===== src/common/mcirq_pkg.sv =====
// package for the miscellaneous clock and interrupt sense register
// assumes a classic wishbone slave with 32-bit data and one clock domain
//
// Notes on behaviour
// reset clears whole register to zero
// bits 7:6 set group b sensitivity
// bits 4:3 set group a sensitivity
// sense fields written only while interrupts masked
// unmasked write keeps sense fields, updates rest
// sense codes: low/fall, rise, fall, both
// bit 5 drives cpu clock onto pin
// prescale codes 00/4, 10/8, 01/16, 11/32
// bit 0 low gives half oscillator clock
package mcirq_pkg;
   // ***************************************
   // register map
   // ***************************************
   localparam logic [5:0] MCIRQ_MISC_CONTROL_ONE_IDX = 6'h00; // word index of the register
   localparam logic [7:0] MCIRQ_MISC_CONTROL_ONE_RST = 8'h00; // value after reset
   localparam int MCIRQ_SENSE_B_POS = 6; // group b sense field low bit
   localparam int MCIRQ_CLK_OUT_POS = 5; // clock output enable bit
   localparam int MCIRQ_SENSE_A_POS = 3; // group a sense field low bit
   localparam int MCIRQ_PRESCALE_POS = 1; // prescale field low bit
   localparam int MCIRQ_SLOW_POS = 0; // slow mode select bit
   localparam logic [7:0] MCIRQ_SENSE_MASK = 8'hD8; // bits held while interrupts enabled
   // ***************************************
   // line counts and codes
   // ***************************************
   localparam int MCIRQ_LINES = 8; // lines in each external interrupt group
   localparam int MCIRQ_DIV_BITS = 5; // divider counter width, up to divide by 32
   typedef enum logic [1:0]
   {
      MCIRQ_SENSE_FALL_LOW = 2'h0,
      MCIRQ_SENSE_RISE = 2'h1,
      MCIRQ_SENSE_FALL = 2'h2,
      MCIRQ_SENSE_BOTH = 2'h3
   } mcirq_sense_t;
   typedef enum logic [1:0]
   {
      MCIRQ_PRE_DIV4 = 2'h0,
      MCIRQ_PRE_DIV16 = 2'h1,
      MCIRQ_PRE_DIV8 = 2'h2,
      MCIRQ_PRE_DIV32 = 2'h3
   } mcirq_prescale_t;
   localparam logic [2:0] MCIRQ_TAP_DIV2 = 3'h0; // divider tap for half oscillator
   localparam logic [2:0] MCIRQ_TAP_DIV4 = 3'h1; // divider tap for divide by 4
   localparam logic [2:0] MCIRQ_TAP_DIV8 = 3'h2; // divider tap for divide by 8
   localparam logic [2:0] MCIRQ_TAP_DIV16 = 3'h3; // divider tap for divide by 16
   localparam logic [2:0] MCIRQ_TAP_DIV32 = 3'h4; // divider tap for divide by 32
endpackage


===== src/mcirq_sense_det.sv =====
// edge and level detector for one group of external interrupt lines
// assumes pins are asynchronous and the mode comes from the same clock
`timescale 1ns/10ps
module mcirq_sense_det
   import mcirq_pkg::*;
(
   input wire logic clock_in,
   input wire logic reset_n_in,
   input wire logic [1:0] sense_in,
   input wire logic [MCIRQ_LINES-1:0] pin_in,
   output logic [MCIRQ_LINES-1:0] event_out
);
   // ***************************************
   // synchroniser and history
   // ***************************************
   logic [MCIRQ_LINES-1:0] meta_r; // first stage, read only by sync_r
   logic [MCIRQ_LINES-1:0] sync_r; // second stage
   logic [MCIRQ_LINES-1:0] prev_r; // last sampled level
   logic [MCIRQ_LINES-1:0] event_r; // registered detect
   logic [MCIRQ_LINES-1:0] event_nxt; // detect from mode
   mcirq_sense_t mode; // decoded mode

   // decode mode into line events
   always_comb
   begin
      mode = mcirq_sense_t'(sense_in);
      case (mode)
         MCIRQ_SENSE_FALL_LOW: event_nxt = ~sync_r;
         MCIRQ_SENSE_RISE: event_nxt = sync_r & ~prev_r;
         MCIRQ_SENSE_FALL: event_nxt = ~sync_r & prev_r;
         MCIRQ_SENSE_BOTH: event_nxt = sync_r ^ prev_r;
         default: event_nxt = '0;
      endcase
   end

   // register stages; lines idle high
   always_ff @(posedge clock_in or negedge reset_n_in)
   begin
      if (!reset_n_in)
      begin
         meta_r <= '1;
         sync_r <= '1;
         prev_r <= '1;
         event_r <= '0;
      end
      else
      begin
         meta_r <= pin_in;
         sync_r <= meta_r;
         prev_r <= sync_r;
         event_r <= event_nxt;
      end
   end

   assign event_out = event_r;
endmodule


===== src/mcirq_misc_reg.sv =====
// miscellaneous control register: interrupt sense, clock out, cpu prescaler
// assumes clock_in is the oscillator and int_mask_in is on the same clock
`timescale 1ns/10ps
module mcirq_misc_reg
   import mcirq_pkg::*;
(
   input wire logic clock_in,
   input wire logic reset_n_in,
   // wishbone classic slave
   input wire logic wb_cyc_in,
   input wire logic wb_stb_in,
   input wire logic wb_we_in,
   input wire logic [7:0] wb_adr_in,
   input wire logic [3:0] wb_sel_in,
   input wire logic [31:0] wb_dat_in,
   output logic [31:0] wb_dat_out,
   output logic wb_ack_out,
   // cpu interrupt mask bit from condition code register
   input wire logic int_mask_in,
   // external interrupt pins
   input wire logic [MCIRQ_LINES-1:0] ext_int_group_a_in,
   input wire logic [MCIRQ_LINES-1:0] ext_int_group_b_in,
   output logic [MCIRQ_LINES-1:0] ext_int_group_a_event_out,
   output logic [MCIRQ_LINES-1:0] ext_int_group_b_event_out,
   // cpu clock
   output logic cpu_clock_out,
   // port c pin two, general purpose or clock out
   input wire logic gpio_pc2_out_in,
   input wire logic gpio_pc2_oe_in,
   output logic port_c_pin_two_out,
   output logic port_c_pin_two_oe_out
);
   // ***************************************
   // register and bus state
   // ***************************************
   logic [7:0] misc_control_one_r; // the register
   logic [7:0] misc_control_one_nxt;
   logic ack_r; // bus acknowledge
   logic ack_nxt;
   logic [31:0] rdata_r; // read data
   logic [31:0] rdata_nxt;
   logic hit; // address matches register
   logic wr_take; // write takes effect this edge
   logic [7:0] keep_mask; // bits not written this time

   // ***************************************
   // clock divider state
   // ***************************************
   logic [MCIRQ_DIV_BITS-1:0] div_cnt_r; // free running divider
   logic [MCIRQ_DIV_BITS-1:0] div_cnt_nxt;
   logic cpu_clk_r; // cpu clock level
   logic cpu_clk_nxt;
   logic [2:0] tap; // selected divider bit
   logic pin_r; // pin output level
   logic pin_nxt;
   logic pin_oe_r; // pin output enable
   logic pin_oe_nxt;

   // bus decode and register update
   always_comb
   begin
      hit = (wb_adr_in[7:2] == MCIRQ_MISC_CONTROL_ONE_IDX);
      ack_nxt = wb_cyc_in & wb_stb_in & ~ack_r;
      // write lands on the edge where the master sees ack
      wr_take = wb_cyc_in & wb_stb_in & wb_we_in & ack_r & hit & wb_sel_in[0];
      // sense fields frozen while interrupts are enabled
      keep_mask = int_mask_in ? 8'h00 : MCIRQ_SENSE_MASK;
      misc_control_one_nxt = misc_control_one_r;
      if (wr_take)
      begin
         misc_control_one_nxt = (wb_dat_in[7:0] & ~keep_mask)
            | (misc_control_one_r & keep_mask);
      end
      rdata_nxt = rdata_r;
      if (wb_cyc_in & wb_stb_in & ~ack_r)
      begin
         // unmapped reads return zero
         rdata_nxt = hit ? {24'h000000, misc_control_one_r} : 32'h00000000;
      end
   end

   // register bus flops
   always_ff @(posedge clock_in or negedge reset_n_in)
   begin
      if (!reset_n_in)
      begin
         misc_control_one_r <= MCIRQ_MISC_CONTROL_ONE_RST;
         ack_r <= 1'b0;
         rdata_r <= 32'h00000000;
      end
      else
      begin
         misc_control_one_r <= misc_control_one_nxt;
         ack_r <= ack_nxt;
         rdata_r <= rdata_nxt;
      end
   end

   assign wb_ack_out = ack_r;
   assign wb_dat_out = rdata_r;

   // ***************************************
   // cpu clock generation
   // ***************************************
   // choose tap from slow mode and prescaler
   always_comb
   begin
      if (!misc_control_one_r[MCIRQ_SLOW_POS])
      begin
         tap = MCIRQ_TAP_DIV2;
      end
      else
      begin
         case (mcirq_prescale_t'(misc_control_one_r[MCIRQ_PRESCALE_POS +: 2]))
            MCIRQ_PRE_DIV4: tap = MCIRQ_TAP_DIV4;
            MCIRQ_PRE_DIV8: tap = MCIRQ_TAP_DIV8;
            MCIRQ_PRE_DIV16: tap = MCIRQ_TAP_DIV16;
            MCIRQ_PRE_DIV32: tap = MCIRQ_TAP_DIV32;
            default: tap = MCIRQ_TAP_DIV2;
         endcase
      end
      div_cnt_nxt = div_cnt_r + 5'h01;
      cpu_clk_nxt = div_cnt_nxt[tap];
      // clock out replaces general purpose use of the pin
      if (misc_control_one_r[MCIRQ_CLK_OUT_POS])
      begin
         pin_nxt = cpu_clk_nxt;
         pin_oe_nxt = 1'b1;
      end
      else
      begin
         pin_nxt = gpio_pc2_out_in;
         pin_oe_nxt = gpio_pc2_oe_in;
      end
   end

   // divider and pin flops
   always_ff @(posedge clock_in or negedge reset_n_in)
   begin
      if (!reset_n_in)
      begin
         div_cnt_r <= '0;
         cpu_clk_r <= 1'b0;
         pin_r <= 1'b0;
         pin_oe_r <= 1'b0;
      end
      else
      begin
         div_cnt_r <= div_cnt_nxt;
         cpu_clk_r <= cpu_clk_nxt;
         pin_r <= pin_nxt;
         pin_oe_r <= pin_oe_nxt;
      end
   end

   assign cpu_clock_out = cpu_clk_r;
   assign port_c_pin_two_out = pin_r;
   assign port_c_pin_two_oe_out = pin_oe_r;

   // ***************************************
   // external interrupt sensing
   // ***************************************
   mcirq_sense_det u_sense_b
   (
      .clock_in(clock_in),
      .reset_n_in(reset_n_in),
      .sense_in(misc_control_one_r[MCIRQ_SENSE_B_POS +: 2]),
      .pin_in(ext_int_group_b_in),
      .event_out(ext_int_group_b_event_out)
   );

   mcirq_sense_det u_sense_a
   (
      .clock_in(clock_in),
      .reset_n_in(reset_n_in),
      .sense_in(misc_control_one_r[MCIRQ_SENSE_A_POS +: 2]),
      .pin_in(ext_int_group_a_in),
      .event_out(ext_int_group_a_event_out)
   );
endmodule


===== config.mk =====
export PLATFORM = sky130hd
export DESIGN_NAME = mcirq_misc_reg
export DESIGN_NICKNAME = d
export VERILOG_FILES = /design/src/common/mcirq_pkg.sv /design/src/mcirq_sense_det.sv /design/src/mcirq_misc_reg.sv
export SDC_FILE = /design/constraint.sdc
export NUM_CORES = 1
export LEC_CHECK = 0
export ABC_AREA = 1
export BUFFER_PORTS_ARGS = -buffer_cell sky130_fd_sc_hd__buf_2
export CAP_MARGIN = 30
export CELL_PAD_IN_SITES_DETAIL_PLACEMENT = 0
export CELL_PAD_IN_SITES_GLOBAL_PLACEMENT = 1
export CORE_MARGIN = 5
export CORE_UTILIZATION = 42
export CTS_CLUSTER_SIZE = 24
export DETAILED_ROUTE_END_ITERATION = 16
export GPL_TIMING_DRIVEN = 1
export PLACE_DENSITY = 0.93
export SETUP_SLACK_MARGIN = 0.5
export SLEW_MARGIN = 20
export SYNTH_ARGS = -nofsm -noshare
export SYNTH_HDL_FRONTEND = slang
export SYNTH_SLANG_ARGS = --single-unit

===== constraint.sdc =====
create_clock -name clock_in -period 3 [get_ports clock_in]
set_input_delay 0.15 -clock clock_in [delete_from_list [all_inputs] [get_ports clock_in]]
set_output_delay 0.15 -clock clock_in [all_outputs]
set_load 0.05 [all_outputs]

# Yosys cells after proc, flatten, opt, wreduce, memory -nomap -nowiden
# Index checks and enable logic that the tools add are counted.
totals:
  elab_cells: 61
  out_inout_bits: 52
  regBits: 113
op_classes:
  n_lt_le_gt_ge: 1
  addsub: 1
  n_mux: 10
  n_reduce_logical: 4
  bitwise_logic: 21
  n_eq_ne: 9
ops:
  columns: ["op", "count"]
  rows:
  - ["$pmux 8 s4", 2]
  - ["$and 8x8->8", 6]
  - ["$not 8->8", 5]
  - ["$mux 8", 2]
  - ["$xor 8x8->8", 2]
  - ["$eq 2x2->1 const B", 6]
  - ["$pmux 3 s4", 1]
  - ["$or 8x8->8", 1]
  - ["$and 1x1->1", 6]
  - ["$eq 2x1->1 const B", 3]
  - ["$logic_not 2->1", 3]
  - ["$logic_not 6->1", 1]
  - ["$add 5x1->5 const B", 1]
  - ["$lt 3x4->1 const B", 1]
  - ["$bmux 1 s3", 1]
  - ["$mux 1", 3]
  - ["$mux 3", 1]
  - ["$not 1->1", 1]

# Longest topological paths before layout
depth:
  depth_word: 6
  mapped_depth: 12
  depth_no_buf: 12

# Cells and area by module
# A second synthesis with hierarchy kept.
unflattened:
  hier_cells: 388
  hier_area_um2: 4033.9
modules_own_cells:
  columns: ["mod", "n_inst", "area_per_inst_um2", "seq_area_each_um2", "cells_each"]
  rows:
  - ["mcirq_sense_det at u_sense_b", 1, 1358.8, 830.8, 120]
  - ["mcirq_sense_det at u_sense_a", 1, 1356.3, 830.8, 119]
  - ["mcirq_misc_reg", 1, 1318.8, 625.6, 149]

# Least setup slack after synthesis
# No wires, ideal clock.
synth_path:
  path_type: "reg2reg"
  startpoint: "reg ack_r, in the netlist wb_ack_out"
  endpoint: "reg with a tool-made name"
  path_slack_ps: 1653
  n_path_buf: 0
  t_required_ps: 2879
  t_arrival_ps: 1226
  path_stages_with_launch: 6
  synth_period_minus_slack_ps: 1347
  cell_sequence: "dfrtp_1 nand3_1 nor2_1 nand3_2 nand2_1 o21ai_1"
synth_rtl:
  columns: ["item", "line", "text"]
  rows:
  - ["from (decl)", "mcirq_misc_reg.sv:38", "logic ack_r;"]
  - ["from (signal assigned)", "mcirq_misc_reg.sv:94", "ack_r <= ack_nxt;"]

# Final worst setup path
layout_path:
  startpoint: "reg misc_control_one_r[1]"
  endpoint: "reg pin_r, in the netlist port_c_pin_two_out"
layout_via:
  elab_chain_len: 6
layout_lines:
  columns: ["item", "line", "text"]
  rows:
  - ["from (decl)", "mcirq_misc_reg.sv:36", "logic [7:0] misc_control_one_r;"]
  - ["from (signal assigned)", "mcirq_misc_reg.sv:93", "misc_control_one_r <= misc_control_one_nxt;"]
  - ["$eq 2x2->1 (tied with other cells)", "mcirq_misc_reg.sv:114", "case (mcirq_prescale_t'(misc_control_one_r[MCIRQ_PRESCALE_POS +: 2]))"]
  - ["$pmux 3 s4 *", "mcirq_misc_reg.sv:114", null]
  - ["$mux 3 *", "mcirq_misc_reg.sv:108", "if (!misc_control_one_r[MCIRQ_SLOW_POS])"]
  - ["$bmux 1 s3 *", "mcirq_misc_reg.sv:123", "cpu_clk_nxt = div_cnt_nxt[tap];"]
  - ["$mux 1 (not written as such) *", "mcirq_misc_reg.sv:123", null]
  - ["via cpu_clk_nxt", "mcirq_misc_reg.sv:52", "logic cpu_clk_nxt;"]
  - ["$mux 1 *", "mcirq_misc_reg.sv:125", "if (misc_control_one_r[MCIRQ_CLK_OUT_POS])"]
  - ["via pin_nxt", "mcirq_misc_reg.sv:55", "logic pin_nxt;"]
  - ["to (signal assigned)", "mcirq_misc_reg.sv:151", "pin_r <= pin_nxt;"]
  - ["to (decl)", "mcirq_misc_reg.sv:54", "logic pin_r;"]
# The timed path passes the listed nets; every way through them passes the cells marked *. The select of a mux whose other input is x is not followed.
# A chain may end at the register's enable or synchronous reset.

==> flow_summary.ini <==
[die]
die_w_um = 105.8
core-area_um2 = 9109
floorplan.rows = 35
io_pins = 120
initial_core_util_pct = 42.34
die_area_um2 = 11200
die_h_um = 105.8

[cts]
numCtsBuffers = 9
root_buffer = clkbuf_8
cts_setup_buffers = 0
cts.sinks = 89
clkTransAtPathRegs_ns = 0.09
tritoncts = done
htree_levels = 3
insertion_delay_ns = 0.36
cts_buffer_depth = 2

[worst_setup_path]
crit_type = flop to flop
critPathRequiredTime_ns = 3.26
critPathMaxFanout = 4
critPathLaunchType = flop
ff2ff_setup_slack_ns = 1.52
crit_path_end_kind = flop
worst_ep_arrival_time_ns = 1.74
reg2reg_from = misc_control_one_r[1]
startpoint = misc_control_one_r[1]

[grt]
grt_max_degree = 50
grt_pass1_vias = 2842
gr-total-overflow = 0
grt.total_usage_pct = 14.04
antenna_found_initial = 0
grt_pass1_wl_mm = 12.41

[detailed_routing]
via_count = 2626
wl_per_cell_um = 13.06
drtPass1Iterations = 4
wl_mm = 7.314
ant_nets = 0
drtIter0Drc = 86
drc_errors = 0
vias_per_cell = 4.689

[layout]
antenna_cells = 0
drive_gt1_share_pct = 30.73
final_util_pct = 50.78
fillers = 829
area_growth_pct = 19.95
nets = 548
multiInputGateArea_um2 = 1267
regArea_um2 = 2287

[sta]
setup_slack_ns = 1.515
post-route-min-period_ns = 1.485
setup_viol = 0
finClkSkew_ns = 0.008810
maxSlewViolCount = 0
tns_ns = 0
period_share_pct = 49.49
hold_slack_ns = 0.02785
relSlewSlack_pct = 54.61
worst_pin_slew_ns = 0.6783
max_freq_mhz = 673.6
rsz0062_at_grt = false
hold_violations = 0

[synthesis]
syn_inst = 349
ys_types = 24
yosysMostFrequentCell = nand2_1
yosys_register_bits = 89
synth_edf_count = 0
yosysWarningCount = 0
synthTopCellsByArea = dfstp_2, dfrtp_1, ha_1, nand2_1, inv_1
yosysTopAreaCellShare_pct = 32.71
synthArstFlopShare_pct = 100.0
netlist_area_um2 = 3856
avgSynthCellArea_um2 = 11.05
synth_common_cells = nand2_1, inv_1, dfstp_2, dfrtp_1, ha_1
synth.largest_area_cell = dfstp_2
ys_seq_area_share_pct = 59.31
ys.flop_type = dfstp_2

[power_and_ir_drop]
power_density_nw_per_um2 = 503.7
leakage_nw = 2.344
ir_drop_v = 0.0002102
finalPower_mw = 2.330

[placement]
gp_congestion = 0.7704
hpwl_mm = 5.133
numPortBuffers = 66
dp_slack_ns = 1.498

[status]
status = completed

[min_path]
min_path_type = input port to flop
hp-start = wb_dat_in[7]

[run]
drv_cap = 0
-- metal layers --
layer | up-vias | track usage (%) | part of all wire [%] | wire length (µm)
met5 | - | 0 | 0 | 0
met4 | 0 | 7.956 | 2.5 | 186
met3 | 14 | 3.858 | 5.6 | 410
met2 | 77 | 23.45 | 50 | 3627
met1 | 1278 | 16.22 | 42 | 3090
li1 | 1257 | - | - | -
-- cell usage in the layout (no fill, tap or decap), types with 2 or more instances in the layout --
cell type	synthesis	final
inv_1	54	54
dfrtp_1	41	41
nand3_1	7	7
buf_2	1	65
o21ai_1	4	4
a21oi_1	4	4
clkbuf_8	0	9
nand2_1	80	80
dlygate4sd3_1	0	19
conb_1	1	24
o2111ai_1	16	16
nor2_1	14	14
clkinv_4	0	2
dfstp_2	48	48
nand3_2	2	2
ha_1	36	36
o31ai_1	8	8
-- worst max-delay path: stages, from the launching register on --
cell and delay (ns):
dfrtp_1 0.38, inv_1 0.09, ha_1 0.20, nor2_1 0.21
nand3_1 0.11, nand2_1 0.06, inv_1 0.03, nand2_1 0.04
nand2_1 0.05, nand2_1 0.05, nand2_1 0.07, nand2_1 0.06
nand2_1 0.05
-- final cells by class --
type	instances	area share (%)
clock buffer	10	2.759
clock inverter	6	1.109
inverter	54	4.382
multi-input combinational	204	27.40
sequential	89	49.45
tap	111	3.002
timing repair buffer	86	11.90
-- registers in the layout, summed over array words and instances (netlist names), named ones only --
name and cells:
port_c_pin_two_oe_out 1, port_c_pin_two_out 1, u_sense_a.meta_r 8, cpu_clock_out 1, u_sense_a.event_out 8, u_sense_b.prev_r 8, misc_control_one_r 4, u_sense_b.sync_r 8
u_sense_b.meta_r 8, wb_ack_out 1, u_sense_a.sync_r 8, u_sense_b.event_out 8, wb_dat_out 8, u_sense_a.prev_r 8, div_cnt_r 5
-- through the flow --
stage	cell area [µm²]	cells
after global placement	4229	524
after CTS	4626	560
after floorplan	3943	372
after global routing	4626	560
final	4626	560
after detailed placement	4257	525
-- logic make-up after synthesis --
family / synth area share, %
AOI/OAI and AO/OA: 6.359
DFF: 59.31
and+or+nand+nor: 12.27
adders and majority gates: 11.68
buffers and inverters: 10.06
xor gates and xnor gates: 0.2272
other: 0.09725
-- report_power, final --
group / internal (mW) / switching (mW) / total, mW
combinational: 0.0759 / 0.196 / 0.272
sequential: 1.27 / 0.0232 / 1.30
clock: 0.314 / 0.448 / 0.762
-- worst paths after layout --
path / endpoint / cells after the start
max: port_c_pin_two_out / 12
min: flop / 3
max reg2reg: port_c_pin_two_out / 12
min reg2reg: u_sense_a.sync_r[2] / 0
max in group asynchronous: u_sense_a.meta_r[2] / 3
min in group asynchronous: u_sense_a.event_out[7] / 2
-- repair_timing --
item | in CTS | in global routing
resized for setup | 0 | 0
setup endpoints to repair | 0 | 0
hold endpoints to repair | 30 | 0
hold buffers | 19 | 0
Note: power is estimated with default switching activity, not from simulation.
